--- src/wmb_framer_regs.svh ---
// Constants for the Format B framer: layout codes, block sizes, CRC.
// Assumes inclusion by bare name from the framer module and the bench.
`ifndef WMB_FRAMER_REGS_SVH
`define WMB_FRAMER_REGS_SVH

// Layout and mode codes
`define WMB_LAYOUT_FMT_B     2'h1
`define WMB_EXT_MODE_SHORT   2'h1
`define WMB_EXT_MODE_LONG    2'h2
`define WMB_CI_EXT_SHORT     8'h8C
`define WMB_CI_EXT_LONG      8'h8D

// Block sizes in bytes, CRC bytes included where a block has them
`define WMB_BLK1_LEN         8'h0A
`define WMB_SEG2_PLAIN_MAX   8'h76
`define WMB_SEG_EXT_LONG_LEN 8'h09
`define WMB_SEG2_LONG_MAX    8'h6D
`define WMB_SEG_OPT_MAX      8'h80
`define WMB_CRC_LEN          8'h02

// CRC-16 generator and start value, result sent inverted, MSB first
`define WMB_CRC_POLY         16'h3D65
`define WMB_CRC_INIT         16'h0000

// Preamble, sync word and postamble limits
`define WMB_PRE_MIN_PAIRS    16'h0001
`define WMB_POST_MIN_BITS    4'h2
`define WMB_POST_MAX_BITS    4'h8
`define WMB_SYNC_MAX_BITS    6'h20

`endif

--- src/wmb_pkg.sv ---
// Types shared by the Format B framer.
// Assumes no other package in the design.
package wmb_pkg;

    typedef enum logic [2:0] {
        WMB_TX_IDLE = 3'b000,
        WMB_TX_PRE  = 3'b001,
        WMB_TX_SYNC = 3'b010,
        WMB_TX_BODY = 3'b011,
        WMB_TX_POST = 3'b100
    } wmb_tx_state_t;

    typedef enum logic [1:0] {
        WMB_EXT_PLAIN = 2'b00,
        WMB_EXT_SHORT = 2'b01,
        WMB_EXT_LONG  = 2'b10
    } wmb_ext_layout_t;

endpackage

--- src/wmb_format_b_framer.sv ---
// Format B frame builder (bit stream out) and frame parser (bytes in).
// Assumes a first-word-fall-through TX FIFO and an RX FIFO with room.
`timescale 1ns/1ps
`include "wmb_framer_regs.svh"

module wmb_format_b_framer
    import wmb_pkg::*;
(
    // Clock and reset
    input  wire logic        clk_sys_i,
    input  wire logic        nrst_i,
    // Configuration levels
    input  wire logic [1:0]  packet_layout_select_i,
    input  wire logic [1:0]  tx_extension_layout_mode_i,
    input  wire logic        rx_extension_parse_disable_i,
    input  wire logic [15:0] tx_preamble_pairs_i,
    input  wire logic [15:0] tx_min_preamble_pairs_i,
    input  wire logic [31:0] tx_sync_word_i,
    input  wire logic [5:0]  tx_sync_len_i,
    input  wire logic [3:0]  tx_postamble_bits_i,
    // Transmit control
    input  wire logic        tx_start_i,
    output logic             tx_busy_o,
    output logic             tx_done_o,
    // TX FIFO read side
    input  wire logic [7:0]  tx_fifo_data_i,
    input  wire logic        tx_fifo_valid_i,
    output logic             tx_fifo_rd_o,
    // Bit stream to modulator
    output logic             tx_bit_o,
    output logic             tx_bit_valid_o,
    input  wire logic        tx_bit_ready_i,
    // Byte stream from demodulator
    input  wire logic        rx_frame_start_i,
    input  wire logic [7:0]  rx_byte_i,
    input  wire logic        rx_byte_valid_i,
    // RX FIFO write side
    output logic [7:0]       rx_fifo_data_o,
    output logic             rx_fifo_wr_o,
    // Receive status
    output logic             rx_busy_o,
    output logic             rx_done_o,
    output logic             rx_crc_err_o,
    output logic [1:0]       rx_ext_layout_o
);

    // Length of the block that starts now, capped by the bytes left
    function automatic logic [7:0] seg_first(input logic [7:0] rem,
                                             input logic       long_ext,
                                             input logic [1:0] idx);
        logic [7:0] cap;
        cap = `WMB_SEG_OPT_MAX;
        if (long_ext) begin
            if (idx == 2'h0) begin
                cap = `WMB_SEG_EXT_LONG_LEN;
            end else if (idx == 2'h1) begin
                cap = `WMB_SEG2_LONG_MAX;
            end
        end else if (idx == 2'h0) begin
            cap = `WMB_SEG2_PLAIN_MAX;
        end
        seg_first = (rem < cap) ? rem : cap;
    endfunction

    // Byte-wide CRC-16 step, MSB first
    function automatic logic [15:0] crc_step(input logic [15:0] crc,
                                             input logic [7:0]  data);
        logic [15:0] c;
        logic        fb;
        c = crc;
        for (int i = 7; i >= 0; i--) begin
            fb = c[15] ^ data[i];
            c  = {c[14:0], 1'b0};
            if (fb) begin
                c = c ^ `WMB_CRC_POLY;
            end
        end
        crc_step = c;
    endfunction

    // Transmit state
    wmb_tx_state_t tx_state_ff;
    logic [16:0]   tx_cnt_ff;
    logic [2:0]    tx_bitcnt_ff;
    logic [7:0]    tx_sh_ff;
    logic          tx_last_ff;
    logic [7:0]    tx_hdr_ff;
    logic [7:0]    tx_rem_ff;
    logic [7:0]    tx_seg_ff;
    logic [1:0]    tx_idx_ff;
    logic [15:0]   tx_crc_ff;
    logic          tx_long_ff;
    logic          tx_bit_ff;
    logic          tx_bit_valid_ff;
    logic          tx_fifo_rd_ff;
    logic          tx_busy_ff;
    logic          tx_done_ff;

    // Transmit byte fetch decode
    logic          tx_adv;
    logic          tx_in_blk1;
    logic          tx_is_l;
    logic [7:0]    tx_eff_seg;
    logic          tx_crc_byte;
    logic [7:0]    tx_byte;
    logic          tx_load;
    logic [7:0]    nxt_tx_rem;
    logic [15:0]   nxt_pre_pairs;
    logic [5:0]    nxt_sync_len;
    logic [3:0]    nxt_post_len;

    assign tx_adv = !tx_bit_valid_ff || tx_bit_ready_i;

    always_comb begin
        tx_in_blk1  = (tx_hdr_ff != 8'h00);
        tx_is_l     = (tx_hdr_ff == `WMB_BLK1_LEN);
        tx_eff_seg  = (tx_seg_ff == 8'h00) ? seg_first(tx_rem_ff, tx_long_ff, tx_idx_ff)
                                           : tx_seg_ff;
        tx_crc_byte = !tx_in_blk1 && (tx_eff_seg <= `WMB_CRC_LEN);
        if (tx_crc_byte) begin
            tx_byte = (tx_eff_seg == `WMB_CRC_LEN) ? ~tx_crc_ff[15:8] : ~tx_crc_ff[7:0];
        end else begin
            tx_byte = tx_fifo_data_i;
        end
        tx_load = (tx_state_ff == WMB_TX_BODY) && tx_adv && (tx_bitcnt_ff == 3'h0) &&
                  !tx_last_ff && (tx_crc_byte || tx_fifo_valid_i);
        nxt_tx_rem = tx_is_l ? tx_byte : (tx_rem_ff - 8'h01);
        // Pair count raised to the tx_min_preamble_pairs_i minimum, never an empty preamble
        nxt_pre_pairs = (tx_preamble_pairs_i < tx_min_preamble_pairs_i) ?
                        tx_min_preamble_pairs_i : tx_preamble_pairs_i;
        if (nxt_pre_pairs < `WMB_PRE_MIN_PAIRS) begin
            nxt_pre_pairs = `WMB_PRE_MIN_PAIRS;
        end
        nxt_sync_len = (tx_sync_len_i > `WMB_SYNC_MAX_BITS) ? `WMB_SYNC_MAX_BITS
                                                             : tx_sync_len_i;
        // A one-bit postamble is not allowed, so it grows to two
        if (tx_postamble_bits_i == 4'h0) begin
            nxt_post_len = 4'h0;
        end else if (tx_postamble_bits_i < `WMB_POST_MIN_BITS) begin
            nxt_post_len = `WMB_POST_MIN_BITS;
        end else if (tx_postamble_bits_i > `WMB_POST_MAX_BITS) begin
            nxt_post_len = `WMB_POST_MAX_BITS;
        end else begin
            nxt_post_len = tx_postamble_bits_i;
        end
    end

    // Transmit sequencer and bit shifter
    always_ff @(posedge clk_sys_i or negedge nrst_i) begin
        if (!nrst_i) begin
            tx_state_ff     <= WMB_TX_IDLE;
            tx_cnt_ff       <= 17'h00000;
            tx_bitcnt_ff    <= 3'h0;
            tx_sh_ff        <= 8'h00;
            tx_bit_ff       <= 1'b0;
            tx_bit_valid_ff <= 1'b0;
            tx_done_ff      <= 1'b0;
        end else begin
            tx_done_ff <= 1'b0;
            case (tx_state_ff)
                WMB_TX_IDLE: begin
                    tx_bit_valid_ff <= 1'b0;
                    if (tx_start_i && (packet_layout_select_i == `WMB_LAYOUT_FMT_B)) begin
                        tx_state_ff <= WMB_TX_PRE;
                        tx_cnt_ff   <= {nxt_pre_pairs, 1'b0};
                    end
                end
                WMB_TX_PRE: begin
                    if (tx_adv) begin
                        tx_bit_ff       <= tx_cnt_ff[0];
                        tx_bit_valid_ff <= 1'b1;
                        tx_cnt_ff       <= tx_cnt_ff - 17'h00001;
                        if (tx_cnt_ff == 17'h00001) begin
                            tx_state_ff  <= (nxt_sync_len == 6'h00) ? WMB_TX_BODY
                                                                    : WMB_TX_SYNC;
                            tx_cnt_ff    <= {11'h000, nxt_sync_len};
                            tx_bitcnt_ff <= 3'h0;
                        end
                    end
                end
                WMB_TX_SYNC: begin
                    if (tx_adv) begin
                        tx_bit_ff       <= tx_sync_word_i[tx_cnt_ff[4:0] - 5'h01];
                        tx_bit_valid_ff <= 1'b1;
                        tx_cnt_ff       <= tx_cnt_ff - 17'h00001;
                        if (tx_cnt_ff == 17'h00001) begin
                            tx_state_ff  <= WMB_TX_BODY;
                            tx_bitcnt_ff <= 3'h0;
                        end
                    end
                end
                WMB_TX_BODY: begin
                    if (tx_adv) begin
                        if (tx_bitcnt_ff != 3'h0) begin
                            tx_bit_ff       <= tx_sh_ff[7];
                            tx_bit_valid_ff <= 1'b1;
                            tx_sh_ff        <= {tx_sh_ff[6:0], 1'b0};
                            tx_bitcnt_ff    <= tx_bitcnt_ff - 3'h1;
                        end else if (tx_last_ff) begin
                            tx_bit_valid_ff <= 1'b0;
                            tx_state_ff     <= WMB_TX_POST;
                            tx_cnt_ff       <= {13'h0000, nxt_post_len};
                        end else if (tx_load) begin
                            tx_bit_ff       <= tx_byte[7];
                            tx_bit_valid_ff <= 1'b1;
                            tx_sh_ff        <= {tx_byte[6:0], 1'b0};
                            tx_bitcnt_ff    <= 3'h7;
                        end else begin
                            // FIFO ran dry: hold the line idle until data returns
                            tx_bit_valid_ff <= 1'b0;
                        end
                    end
                end
                WMB_TX_POST: begin
                    if (tx_adv) begin
                        if (tx_cnt_ff == 17'h00000) begin
                            tx_bit_valid_ff <= 1'b0;
                            tx_state_ff     <= WMB_TX_IDLE;
                            tx_done_ff      <= 1'b1;
                        end else begin
                            tx_bit_ff       <= tx_cnt_ff[0];
                            tx_bit_valid_ff <= 1'b1;
                            tx_cnt_ff       <= tx_cnt_ff - 17'h00001;
                        end
                    end
                end
                default: begin
                    tx_state_ff     <= WMB_TX_IDLE;
                    tx_bit_valid_ff <= 1'b0;
                end
            endcase
        end
    end

    // Transmit block accounting and CRC insertion
    always_ff @(posedge clk_sys_i or negedge nrst_i) begin
        if (!nrst_i) begin
            tx_hdr_ff     <= 8'h00;
            tx_rem_ff     <= 8'h00;
            tx_seg_ff     <= 8'h00;
            tx_idx_ff     <= 2'h0;
            tx_crc_ff     <= `WMB_CRC_INIT;
            tx_last_ff    <= 1'b0;
            tx_long_ff    <= 1'b0;
            tx_fifo_rd_ff <= 1'b0;
        end else begin
            tx_fifo_rd_ff <= tx_load && !tx_crc_byte;
            if (tx_state_ff == WMB_TX_IDLE) begin
                tx_hdr_ff  <= `WMB_BLK1_LEN;
                tx_rem_ff  <= 8'h00;
                tx_seg_ff  <= 8'h00;
                tx_idx_ff  <= 2'h0;
                tx_crc_ff  <= `WMB_CRC_INIT;
                tx_last_ff <= 1'b0;
                // Short extension shares the plain CRC placement
                tx_long_ff <= (tx_extension_layout_mode_i == `WMB_EXT_MODE_LONG);
            end else if (tx_load) begin
                tx_rem_ff  <= nxt_tx_rem;
                tx_last_ff <= (nxt_tx_rem == 8'h00);
                if (tx_in_blk1) begin
                    tx_hdr_ff <= tx_hdr_ff - 8'h01;
                end else begin
                    tx_seg_ff <= tx_eff_seg - 8'h01;
                    if ((tx_seg_ff == 8'h00) && (tx_idx_ff != 2'h2)) begin
                        tx_idx_ff <= tx_idx_ff + 2'h1;
                    end
                end
                if (!tx_crc_byte) begin
                    tx_crc_ff <= crc_step(tx_crc_ff, tx_byte);
                end else if (tx_eff_seg == 8'h01) begin
                    tx_crc_ff <= `WMB_CRC_INIT;
                end
            end
        end
    end

    // Transmit status
    always_ff @(posedge clk_sys_i or negedge nrst_i) begin
        if (!nrst_i) begin
            tx_busy_ff <= 1'b0;
        end else begin
            tx_busy_ff <= (tx_state_ff != WMB_TX_IDLE);
        end
    end

    // Receive state
    logic          rx_busy_ff;
    logic [7:0]    rx_hdr_ff;
    logic [7:0]    rx_rem_ff;
    logic [7:0]    rx_seg_ff;
    logic [1:0]    rx_idx_ff;
    logic [15:0]   rx_crc_ff;
    logic          rx_long_ff;
    logic [1:0]    rx_ext_ff;
    logic [7:0]    rx_data_ff;
    logic          rx_wr_ff;
    logic          rx_done_ff;
    logic          rx_err_ff;

    // Receive byte decode
    logic          rx_take;
    logic          rx_in_blk1;
    logic          rx_is_l;
    logic          rx_ci_now;
    logic          rx_long_now;
    logic [7:0]    rx_eff_seg;
    logic          rx_crc_byte;
    logic [7:0]    rx_crc_exp;
    logic [7:0]    nxt_rx_rem;

    always_comb begin
        rx_take     = rx_busy_ff && rx_byte_valid_i;
        rx_in_blk1  = (rx_hdr_ff != 8'h00);
        rx_is_l     = (rx_hdr_ff == `WMB_BLK1_LEN);
        rx_ci_now   = !rx_in_blk1 && (rx_seg_ff == 8'h00) && (rx_idx_ff == 2'h0);
        rx_long_now = rx_ci_now ? (!rx_extension_parse_disable_i &&
                                   (rx_byte_i == `WMB_CI_EXT_LONG)) : rx_long_ff;
        rx_eff_seg  = (rx_seg_ff == 8'h00) ? seg_first(rx_rem_ff, rx_long_now, rx_idx_ff)
                                           : rx_seg_ff;
        rx_crc_byte = !rx_in_blk1 && (rx_eff_seg <= `WMB_CRC_LEN);
        rx_crc_exp  = (rx_eff_seg == `WMB_CRC_LEN) ? ~rx_crc_ff[15:8] : ~rx_crc_ff[7:0];
        nxt_rx_rem  = rx_is_l ? rx_byte_i : (rx_rem_ff - 8'h01);
    end

    // Receive parser, CRC check and strip
    always_ff @(posedge clk_sys_i or negedge nrst_i) begin
        if (!nrst_i) begin
            rx_busy_ff <= 1'b0;
            rx_hdr_ff  <= 8'h00;
            rx_rem_ff  <= 8'h00;
            rx_seg_ff  <= 8'h00;
            rx_idx_ff  <= 2'h0;
            rx_crc_ff  <= `WMB_CRC_INIT;
            rx_long_ff <= 1'b0;
            rx_ext_ff  <= WMB_EXT_PLAIN;
            rx_data_ff <= 8'h00;
            rx_wr_ff   <= 1'b0;
            rx_done_ff <= 1'b0;
            rx_err_ff  <= 1'b0;
        end else begin
            rx_wr_ff   <= 1'b0;
            rx_done_ff <= 1'b0;
            if (rx_frame_start_i && (packet_layout_select_i == `WMB_LAYOUT_FMT_B)) begin
                rx_busy_ff <= 1'b1;
                rx_hdr_ff  <= `WMB_BLK1_LEN;
                rx_rem_ff  <= 8'h00;
                rx_seg_ff  <= 8'h00;
                rx_idx_ff  <= 2'h0;
                rx_crc_ff  <= `WMB_CRC_INIT;
                rx_long_ff <= 1'b0;
                rx_ext_ff  <= WMB_EXT_PLAIN;
                rx_err_ff  <= 1'b0;
            end else if (rx_take) begin
                rx_rem_ff <= nxt_rx_rem;
                if (nxt_rx_rem == 8'h00) begin
                    rx_busy_ff <= 1'b0;
                    rx_done_ff <= 1'b1;
                end
                if (rx_in_blk1) begin
                    rx_hdr_ff <= rx_hdr_ff - 8'h01;
                end else begin
                    rx_seg_ff <= rx_eff_seg - 8'h01;
                    if ((rx_seg_ff == 8'h00) && (rx_idx_ff != 2'h2)) begin
                        rx_idx_ff <= rx_idx_ff + 2'h1;
                    end
                end
                if (rx_ci_now && !rx_extension_parse_disable_i) begin
                    rx_long_ff <= rx_long_now;
                    if (rx_byte_i == `WMB_CI_EXT_SHORT) begin
                        rx_ext_ff <= WMB_EXT_SHORT;
                    end else if (rx_byte_i == `WMB_CI_EXT_LONG) begin
                        rx_ext_ff <= WMB_EXT_LONG;
                    end
                end
                if (rx_crc_byte) begin
                    // CRC bytes are checked here and never reach the FIFO
                    if (rx_byte_i != rx_crc_exp) begin
                        rx_err_ff <= 1'b1;
                    end
                    if (rx_eff_seg == 8'h01) begin
                        rx_crc_ff <= `WMB_CRC_INIT;
                    end
                end else begin
                    rx_crc_ff  <= crc_step(rx_crc_ff, rx_byte_i);
                    rx_data_ff <= rx_byte_i;
                    rx_wr_ff   <= 1'b1;
                end
            end
        end
    end

    // Outputs straight from flops
    assign tx_busy_o       = tx_busy_ff;
    assign tx_done_o       = tx_done_ff;
    assign tx_fifo_rd_o    = tx_fifo_rd_ff;
    assign tx_bit_o        = tx_bit_ff;
    assign tx_bit_valid_o  = tx_bit_valid_ff;
    assign rx_fifo_data_o  = rx_data_ff;
    assign rx_fifo_wr_o    = rx_wr_ff;
    assign rx_busy_o       = rx_busy_ff;
    assign rx_done_o       = rx_done_ff;
    assign rx_crc_err_o    = rx_err_ff;
    assign rx_ext_layout_o = rx_ext_ff;

endmodule

--- config.mk ---
export PLATFORM = sky130hd
export DESIGN_NAME = wmb_format_b_framer
export DESIGN_NICKNAME = d
export VERILOG_FILES = /design/src/wmb_pkg.sv /design/src/wmb_format_b_framer.sv
export VERILOG_INCLUDE_DIRS = /design/src
export SDC_FILE = /design/constraint.sdc
export NUM_CORES = 1
export LEC_CHECK = 0
export BUFFER_PORTS_ARGS = -buffer_cell sky130_fd_sc_hd__buf_2
export CORE_MARGIN = 3
export CORE_UTILIZATION = 50
export DETAILED_ROUTE_END_ITERATION = 8
export PLACE_DENSITY = 0.81
export SETUP_SLACK_MARGIN = 0.02
export SLEW_MARGIN = 0
export SYNTH_ARGS = -nofsm -noshare
export SYNTH_HDL_FRONTEND = slang
export SYNTH_SLANG_ARGS = --single-unit
--- constraint.sdc ---
create_clock -name clk_sys_i -period 4.9 [get_ports clk_sys_i]
set_input_delay 0.98 -clock clk_sys_i [delete_from_list [all_inputs] [get_ports clk_sys_i]]
set_output_delay 0.98 -clock clk_sys_i [all_outputs]
set_load 0.02 [all_outputs]
Word-level counts from Yosys, hierarchy flattened
Cells that the tools add are included.
Widths: inputs -> output; s select.
{ "totals": {"out_inout_bits": 19, "regBits": 137, "inputBits": 102} }
{ "op_classes": {"muxes": 191, "order_cmp": 10, "eq_ne": 40, "reduce_logical": 74, "add_sub_neg": 11, "bitwise_logic": 38} }
{ "ops": {"columns": ["cell", "count"], "rows": [
  ["$mux 16", 52],
  ["$mux 8", 36],
  ["$mux 14", 16],
  ["$mux 17", 9],
  ["$not 9->9", 16],
  ["$pmux 17 s5", 1],
  ["$mux 3", 16],
  ["$sub 8x1->8 const B", 6],
  ["$mux 1", 39],
  ["$logic_not 8->1", 4],
  ["$not 8->8", 4],
  ["$mux 2", 13],
  ["$ne 2x2->1 const B", 13],
  ["$reduce_bool 2->1", 12],
  ["$reduce_and 3->1", 6],
  ["$eq 17x1->1 const B", 1],
  ["$logic_not 17->1", 1],
  ["$sub 17x1->17 const B", 1],
  ["$eq 8x1->1 const B", 2],
  ["$eq 8x2->1 const B", 2],
  ["$eq 8x4->1 const B", 2],
  ["$eq 8x8->1 const B", 2],
  ["$le 8x2->1 const B", 2],
  ["$logic_and 1x1->1", 16],
  ["45 further kinds", 92]
]} }

Longest topological paths before layout
Gate-level depths: netlist (run 1).
{ "logic_depth": {"depth_word": 50, "mapped_depth": 25, "depth_no_buf": 24} }

Worst setup path after synthesis (run 1)
OpenSTA, ideal clock, no wires.
{ "synth_timing": {"kind": "input port to flip-flop", "start": "in rx_byte_i[5]", "end": "reg rx_crc_ff[6]", "setup_slack_ns": -0.553, "stages": 22, "required_time_ns": 4.834, "setup_time_ns": 0.066, "arrival_time_ns": 5.386, "cell_sequence": "clkbuf_1 nor2_1 nand4_1 or3b_2 o21ai_1 nor2_1 inv_1 nand2_1 inv_1 ha_1 a21o_1 a21oi_1 nor3b_1 a22o_1 buf_2 mux2_2 a21oi_1 or4b_1 or3_1 a21oi_2 buf_4 a22o_1"} }
{ "synth_between": {"elab_chain_len": 26} }
{ "synth_rtl": {"columns": ["item", "line_no", "rtl"], "rows": [
  ["start: declaration", "wmb_format_b_framer.sv:35", "input wire logic [7:0] rx_byte_i,"],
  ["$xor 1x1->1", "wmb_format_b_framer.sv:72", "fb = c[15] ^ data[i];"],
  ["$mux 14", "wmb_format_b_framer.sv:74", "if (fb) begin"],
  ["$mux 16", "wmb_format_b_framer.sv:375", "if (rx_crc_byte) begin"],
  ["$mux 16", "wmb_format_b_framer.sv:353", "end else if (rx_take) begin"],
  ["$mux 16", "wmb_format_b_framer.sv:343", "if (rx_frame_start_i && (packet_layout_select_i == `WMB_LAYOUT_FMT_B)) begin"],
  ["$not 9->9 (no source line)", null, null],
  ["$mux 14", "wmb_format_b_framer.sv:74", null],
  ["$mux 16", "wmb_format_b_framer.sv:375", null],
  ["(+10 left out)", null, null],
  ["$mux 16", "wmb_format_b_framer.sv:375", null],
  ["$mux 16", "wmb_format_b_framer.sv:353", null],
  ["$mux 16", "wmb_format_b_framer.sv:343", null],
  ["$not 9->9 (no source line) or $xor 1x1->1 (tied branches)", null, null],
  ["$mux 14", "wmb_format_b_framer.sv:74", null],
  ["$mux 16", "wmb_format_b_framer.sv:375", null],
  ["$mux 16", "wmb_format_b_framer.sv:353", null],
  ["$mux 16", "wmb_format_b_framer.sv:343", null],
  ["end signal: assignment", "wmb_format_b_framer.sv:349", "rx_crc_ff <= `WMB_CRC_INIT;"],
  ["end signal: assignment", "wmb_format_b_framer.sv:381", "rx_crc_ff <= `WMB_CRC_INIT;"],
  ["end signal: assignment", "wmb_format_b_framer.sv:384", "rx_crc_ff <= crc_step(rx_crc_ff, rx_byte_i);"],
  ["end: declaration", "wmb_format_b_framer.sv:292", "logic [15:0] rx_crc_ff;"]
]} }
Parallel ways exist; a longest one is shown, timed or not. The select of a mux whose other input is x is not followed.
A chain may end at the register's enable or synchronous reset.

Final worst setup path (run 1)
{ "layout_timing": {"start": "in rx_byte_i[4]", "end": "reg rx_crc_ff[6]"} }
{ "layout_between": {"elab_chain_len": 23} }
{ "layout_rtl": {"columns": ["item", "line_no"], "rows": [
  ["$xor 1x1->1", "wmb_format_b_framer.sv:72"],
  ["$mux 14", "wmb_format_b_framer.sv:74"],
  ["$mux 16", "wmb_format_b_framer.sv:375"],
  ["$mux 16", "wmb_format_b_framer.sv:353"],
  ["$mux 16", "wmb_format_b_framer.sv:343"],
  ["$mux 14", "wmb_format_b_framer.sv:74"],
  ["$mux 16", "wmb_format_b_framer.sv:375"],
  ["$mux 16", "wmb_format_b_framer.sv:353"],
  ["(+7 left out)", null],
  ["$mux 16", "wmb_format_b_framer.sv:375"],
  ["$mux 16", "wmb_format_b_framer.sv:353"],
  ["$mux 16", "wmb_format_b_framer.sv:343"],
  ["$not 9->9 (no source line)", null],
  ["$mux 14", "wmb_format_b_framer.sv:74"],
  ["$mux 16", "wmb_format_b_framer.sv:375"],
  ["$mux 16", "wmb_format_b_framer.sv:353"],
  ["$mux 16", "wmb_format_b_framer.sv:343"]
]} }
Parallel ways exist; a longest one is shown, timed or not. The select of a mux whose other input is x is not followed.

==> results.txt, run 1 <==
clock skew: 0.0106 ns
most numerous cell in the Yosys netlist: dfrtp_1
fin crit share: 99.6%
Mapped Nets: 1332
Finished Core Util: 63.4%
post-synthesis register bit count: 136
Least-Margin Pin Slew: 0.847 ns
Power Total: 0.00906 W
1st-pass router iterations: 7
Yosys top cell area share: 32.5%
ANT cells: 0
vias in the first global route: 9502
CTS tree: built
Area Overhead vs Synth: 23.7%
number of port buffers: 120
via/cell ratio: 5.94
first-pass GRT wire length: 45900 um
row count: 52
TritonCTS sink count: 136
Req. time, crit path: 5.26 ns
area of the multi-input gates: 0.00698 sq mm
GRT overflow: 0
die area: 0.0227 sq mm
remaining antenna violation count: 0
vias: 9805
Min Clock Period, post-route: 4.88 ns
gr usage total: 24.7%
H-tree depth: 4
Ys Warns: 0
core area: 0.0204 sq mm
initial core utilization: 51.2%
status: completed
# fillers: 1631
ys async rst share: 100%
Placer Congestion: 0.932
worst min path class: in -> async
main flop type after synthesis: dfrtp_1
Post-synth EDFFs: 0
f_max: 205 MHz
maximum ir drop on the vdd rail: 0.479 mV
FF/Latch Area: 0.00340 sq mm
cell leakage power: 5.79 nW
Post-Syn Area per Cell: 8.88 sq um
RSZ-0062 raised after global routing: yes
Worst setup SP type: primary input
fraction of layout cells with a size suffix above 1: 26.8%
Final Hold Viols: 0
WL/cell: 17.3 um
Post-DP HPWL: 20500 um
Synth area leader: dfrtp_1
Final #Nets: 1522
CP Class: in -> reg
synthesized netlist cell count: 1179
Commonest cells post-synth: 136 x dfrtp_1, 103 x nand2_1, 95 x nor2_1, 82 x o21ai_0, 72 x xnor2_1
post-synthesis sequential area ratio: 32.5%
Netlist cell types: 89
Pwr Density: 700 mW/mm^2
DRC: 0
Critical Path AT: 5.24 ns
ranking of synthesized cells by area: dfrtp_1 33%, ha_1 6.1%, xnor2_1 6.0%, xor2_1 4.1%, o21ai_0 3.9%
Worst-Skew Late Latency: 0.43 ns
max_cap viols: 0
io pins: 121
Slew HR: 43.1%
pin count of the biggest net entering global routing: 51
clock root cell: clkbuf_16
synthesized area: 0.0105 sq mm
width of the die: 151 um
CTS Buf Count: 17
initial antenna violation count: 0
Worst Setup End Kind: flip-flop
Die Y: 151 um
Slew Limit Fails: 0
first-iteration detailed-routing DRC count: 635
Routed WL: 28600 um
worst-path fanout max: 8
clock buffer depth: 2
Clock transition at path regs: 0.06 ns
setup violation total in the final timing report: 0
==> cells by family (layout without fill, tap and decap cells) <==
group | Yosys count | count (layout) | synth area share, %
AND/OR/NAND/NOR | 390 | 392 | 18.5
AO/OA/AOI/OAI | 292 | 292 | 18.9
flip-flops | 136 | 136 | 32.5
XOR/XNOR | 127 | 127 | 11.3
buffers and inverters | 114 | 314 | 4.32
multiplexers | 69 | 69 | 8.30
adder cells (fa/ha/maj) | 51 | 51 | 6.10
==> power breakdown <==
part	total [W]	internal [W]	switching [W]
registers	0.00189	0.00147	0.000415
clock network	0.00120	0.000708	0.000492
logic	0.00597	0.00289	0.00309
total	0.00906	0.00507	0.00399
==> worst paths after layout <==
path	from	to	slack (ns)	cells past startpoint
worst max-delay path	rx_byte_i[4]	rx_crc_ff[6]	0.02	22
worst min-delay path	nrst_i	rx_rem_ff[7]	0.49	1
worst max register to register	rx_seg_ff[5]	rx_crc_ff[6]	0.06	21
worst min register to register	tx_sh_ff[4]	tx_sh_ff[4]	0.51	1
max in group asynchronous	nrst_i	tx_seg_ff[5]	3.39	2
min in group clk_sys_i	tx_sh_ff[4]	tx_sh_ff[4]	0.51	1
==> cells in the final DEF (no fill, tap or decap), types with 7 or more instances in the layout <==
cell       instances
o21ai_0           81
or3_1              8
xnor2_1           67
and2_1            10
nor2b_1            8
clkbuf_16         18
mux2_2            24
o21ai_1           11
nor4_1            22
a21oi_1           58
ha_1              47
and3_1            12
o21a_1             7
nand3b_1          11
a211oi_1           9
nor3_1            33
a31oi_1            8
a21o_1            14
nand3_1           26
nand2_1          102
buf_2            119
a22o_1            19
nand2b_1          18
mux4_2            10
dfrtp_1          136
mux2i_1           30
xor2_1            48
inv_1             55
buf_4             95
o211ai_1           9
nor2_1            91
==> state kept, by name (all words and copies together), names as in the netlist, 2 cells and up <==
name,cells
rx_ext_layout_o,2
rx_crc_ff,16
tx_idx_ff,2
rx_fifo_data_o,8
tx_seg_ff,8
tx_state_ff,3
tx_rem_ff,8
rx_hdr_ff,8
rx_rem_ff,8
rx_seg_ff,8
tx_sh_ff,7
tx_hdr_ff,8
tx_crc_ff,16
rx_idx_ff,2
tx_cnt_ff,17
tx_bitcnt_ff,3
==> layout make-up <==
type	count	share of cell area, %
clock buffers	24	3.57
clock inverters	7	0.551
inverters	59	1.73
multi-input cells	931	54.0
flip-flops and latches	136	26.3
well taps	270	2.61
repair buffers	224	11.3
==> worst max-delay path, cell delays in order <==
cell       delay [ns]
buf_2            0.11
nor3b_2          0.19
nand4_1          0.16
or3b_4           0.42
o21ai_4          0.17
nor2_2           0.06
inv_1            0.08
nand2_2          0.07
inv_4            0.07
ha_4             0.20
a21o_1           0.18
a21oi_2          0.14
nor3b_2          0.17
a22o_1           0.21
buf_6            0.12
mux2_4           0.30
a21oi_4          0.15
or4b_4           0.49
or3_4            0.40
a21oi_4          0.23
clkbuf_16        0.19
a22o_1           0.14
==> metrics by stage <==
step | TNS (ns) | setup WS (ns) | cell area (sq um) | hold WS (ns) | std cells
CTS | 0 | 0.0557 | 12600 | 0.505 | 1633
detailed placement | -14.04 | -0.687 | 11900 | 0.491 | 1595
global route | -3.62 | -0.174 | 12900 | 0.509 | 1651
floorplan | -0.491 | -0.0471 | 10600 | 0.463 | 1179
global placement | -10.31 | -0.531 | 11900 | 0.485 | 1595
finish | 0 | 0.0193 | 12900 | 0.488 | 1651
==> repair_timing <==
action                                 CTS  global route
pin swaps                                6            48
hold buffers                             0             0
setup endpoints to repair               34            39
cloned                                   2             2
endpoints found under the hold margin    0             0
setup buffers                            5            16
gates resized for setup                 12            41
==> layer usage <==
metal  GRT usage [%]  vias up  share of wire [%]
met2            42.2      379                 49
met5               0        -                  0
met3            4.03       50                5.6
li1                -     4619                  -
met1            32.3     4757                 43
met4            7.89        0                2.0
No activity file was read; power rests on OpenSTA's default activity.
==> run 2, diff against run 1 <==
CELL_PAD_IN_SITES_DETAIL_PLACEMENT = 0   (was unset)
CELL_PAD_IN_SITES_GLOBAL_PLACEMENT = 1   (was unset)
CORE_UTILIZATION = 41   (was 50)
PLACE_DENSITY = 0.85   (was 0.81)
SLEW_MARGIN = unset   (was 0)
==> run 2 against run 1 <==
  * Core utilization down 10 points
  * Via count down 3.3%
  * Wire length about the same
  * Worst setup slack worse by 0.0096 ns
  * Design area up 1.2%
  * Critical path depth unchanged
  * Critical path type unchanged
  * Largest power group unchanged
==> results.txt, run 2 (synthesis results as in run 1) <==
width of the die: 166 um (was 151 um)
Crit Reg-Reg Endpoint: rx_crc_ff[5] (was rx_crc_ff[6])
RSZ-0062 raised after global routing: yes (unchanged)
core area: 0.0247 sq mm (was 0.0204 sq mm)
setup violation total in the final timing report: 0 (unchanged)
register bank with the most flops: tx_cnt_ff (unchanged)
Placer Congestion: 0.883 (was 0.932)
die area: 0.0275 sq mm (was 0.0227 sq mm)
Fin Hold WS: 0.496 ns (was 0.488 ns)
CTS Buf Count: 17 (unchanged)
clock skew: 0.0173 ns (was 0.0106 ns)
f_max: 204 MHz (was 205 MHz)
Setup crit start: rx_byte_i[4] (unchanged)
Reg2Reg Setup Slack: 0.04 ns (was 0.06 ns)
via/cell ratio: 5.55 (was 5.94)
worst r2r path cells: 21 (unchanged)
Least-Margin Pin Slew: 1.06 ns (was 0.847 ns)
worst-path fanout max: 8 (unchanged)
CTS tree: built (unchanged)
hold_sp: tx_bitcnt_ff[2]
number of port buffers: 120 (unchanged)
fin crit share: 99.8% (was 99.6%)
1st-pass router iterations: 7 (unchanged)
most frequent cells in the layout: 136 x dfrtp_1, 118 x buf_2, 101 x nand2_1, 99 x buf_4, 91 x nor2_1 (was 136 x dfrtp_1, 119 x buf_2, 102 x nand2_1, 95 x buf_4, 91 x nor2_1)
clock buffer depth: 2 (unchanged)
leading registers by flop count: tx_cnt_ff: 17 flops, rx_crc_ff: 16 flops, tx_crc_ff: 16 flops (unchanged)
Critical Path AT: 5.25 ns (was 5.24 ns)
CP Class: in -> reg (unchanged)
fraction of layout cells with a size suffix above 1: 27.3% (was 26.8%)
worst r2r src: rx_hdr_ff[5] (was rx_seg_ff[5])
initial antenna violation count: 0 (unchanged)
gr usage total: 20.1% (was 24.7%)
Post-DP HPWL: 20800 um (was 20500 um)
worst min path class: reg -> reg (was in -> async)
Area Overhead vs Synth: 25.1% (was 23.7%)
H-tree depth: 4 (unchanged)
max reg flops: 17 (unchanged)
Clock transition at path regs: 0.06 ns (about the same)
GRT overflow: 0 (unchanged)
clock root cell: clkbuf_16 (unchanged)
TritonCTS sink count: 136 (unchanged)
Hold Path Depth: 1
Die Y: 166 um (was 151 um)
Slew HR: 29.3% (was 43.1%)
Final Hold Viols: 0 (unchanged)
pin count of the biggest net entering global routing: 111 (was 51)
Place WS: -0.716 ns (was -0.687 ns)
maximum ir drop on the vdd rail: 0.319 mV (was 0.479 mV)
Worst setup SP type: primary input (unchanged)
Routed WL: 28600 um (about the same)
io pins: 121 (unchanged)
first-iteration detailed-routing DRC count: 705 (was 635)
Slew Limit Fails: 0 (unchanged)
hold endpoint: tx_bitcnt_ff[2]
remaining antenna violation count: 0 (unchanged)
Hold Buf Count CTS: 0 (unchanged)
DRC: 0 (unchanged)
Final #Nets: 1526 (was 1522)
Min Clock Period, post-route: 4.89 ns (was 4.88 ns)
Pwr Density: 689 mW/mm^2 (was 700 mW/mm^2)
row count: 57 (was 52)
commonest non-fill, non-tap cell in the layout: dfrtp_1 (unchanged)
Worst Setup End Kind: flip-flop (unchanged)
WL/cell: 16.7 um (was 17.3 um)
first-pass GRT wire length: 47100 um (was 45900 um)
initial core utilization: 42.4% (was 51.2%)
vias: 9486 (was 9805)
max_cap viols: 0 (unchanged)
ANT cells: 0 (unchanged)
Req. time, crit path: 5.26 ns (about the same)
cell leakage power: 5.82 nW (was 5.79 nW)
Worst-Skew Late Latency: 0.42 ns (was 0.43 ns)
final setup margin: 0.00976 ns (was 0.0193 ns)
status: completed (unchanged)
vias in the first global route: 9378 (was 9502)
[run 2: cell types whose count changed in the layout (fill, tap and decap cells not counted), moves of 2 or more]
cell      delta
inv_6        +2
xnor2_1      +3
nor4b_1      -2
buf_4        +4
a21oi_2      -2
buf_6        +2
xnor2_2      -2
clkbuf_1     -5
clkinv_4     +4
[run 2: layer usage]
layer / vias up / global-route usage, % / share of wire [%]
li1: 4627 / - / -
met1: 4591 / 27.9 / 47
met2: 224 / 33.4 / 48
met3: 44 / 2.76 / 3.4
met4: 0 / 5.39 / 1.7
met5: - / 0 / 0
[run 2: worst max path at each step]
stage	slack (ns)	to
finish	0.01	rx_crc_ff[5]
global route	-0.12	rx_crc_ff[8]
CTS	0.02	tx_crc_ff[8]
detailed placement	-0.72	rx_fifo_data_o[6]
global placement	-0.58	rx_fifo_data_o[6]
floorplan	-0.05	rx_crc_ff[10]
[run 2: area by class of cell]
type                       count  area (sq um)
tap                          324           405
sequential                   136          3400
clock inverter                13           121
clock buffer                  19           443
multi-input combinational    931          7010
fill                        2268         11600
inverter                      59           224
timing repair buffer         228          1490
[run 2: through the flow]
| stage | TNS [ns] | area (sq um) | cells | power [W] | util (%) |
|---|---|---|---|---|---|
| 2_1_floorplan | -0.491 | 10600 | 1179 | 0.00595 | - |
| 3_3_place_gp | -11.76 | 12000 | 1656 | 0.00720 | 48.7 |
| 3_5_place_dp | -15.54 | 12000 | 1656 | 0.00733 | 48.7 |
| 4_1_cts | 0 | 12800 | 1695 | 0.00872 | 51.7 |
| 5_1_grt | -3.10 | 13100 | 1710 | 0.00975 | 53.1 |
| 6_report | 0 | 13100 | 1710 | 0.00903 | 53.1 |
[run 2: what timing repair did]
| item | 4_1_cts | 5_1_grt |
|---|---|---|
| setup endpoints to repair | 46 | 60 |
| pin swaps | 9 | 32 |
| gates cloned | 2 | 2 |
| hold endpoints to repair | 0 | 0 |
| setup buffers | 5 | 13 |
| resized for setup | 18 | 39 |
[run 2: worst max-delay path: stages]
cell	delay [ns]
buf_6	0.10
nor3b_4	0.18
nand4_1	0.14
or3b_4	0.42
o21ai_4	0.18
buf_6	0.12
nand2_2	0.05
nand2_2	0.09
inv_4	0.05
ha_4	0.21
a21o_1	0.16
a21oi_2	0.13
nor3b_2	0.16
a22o_1	0.19
buf_6	0.13
mux2_4	0.32
a21oi_4	0.13
or4b_4	0.52
or3_4	0.42
a21oi_4	0.22
clkbuf_16	0.20
a22o_1	0.14
[run 2: report_power, final]
group	internal (W)	switching [W]
Clock	0.000717	0.000530
Sequential	0.00147	0.000397
Combinational	0.00285	0.00306
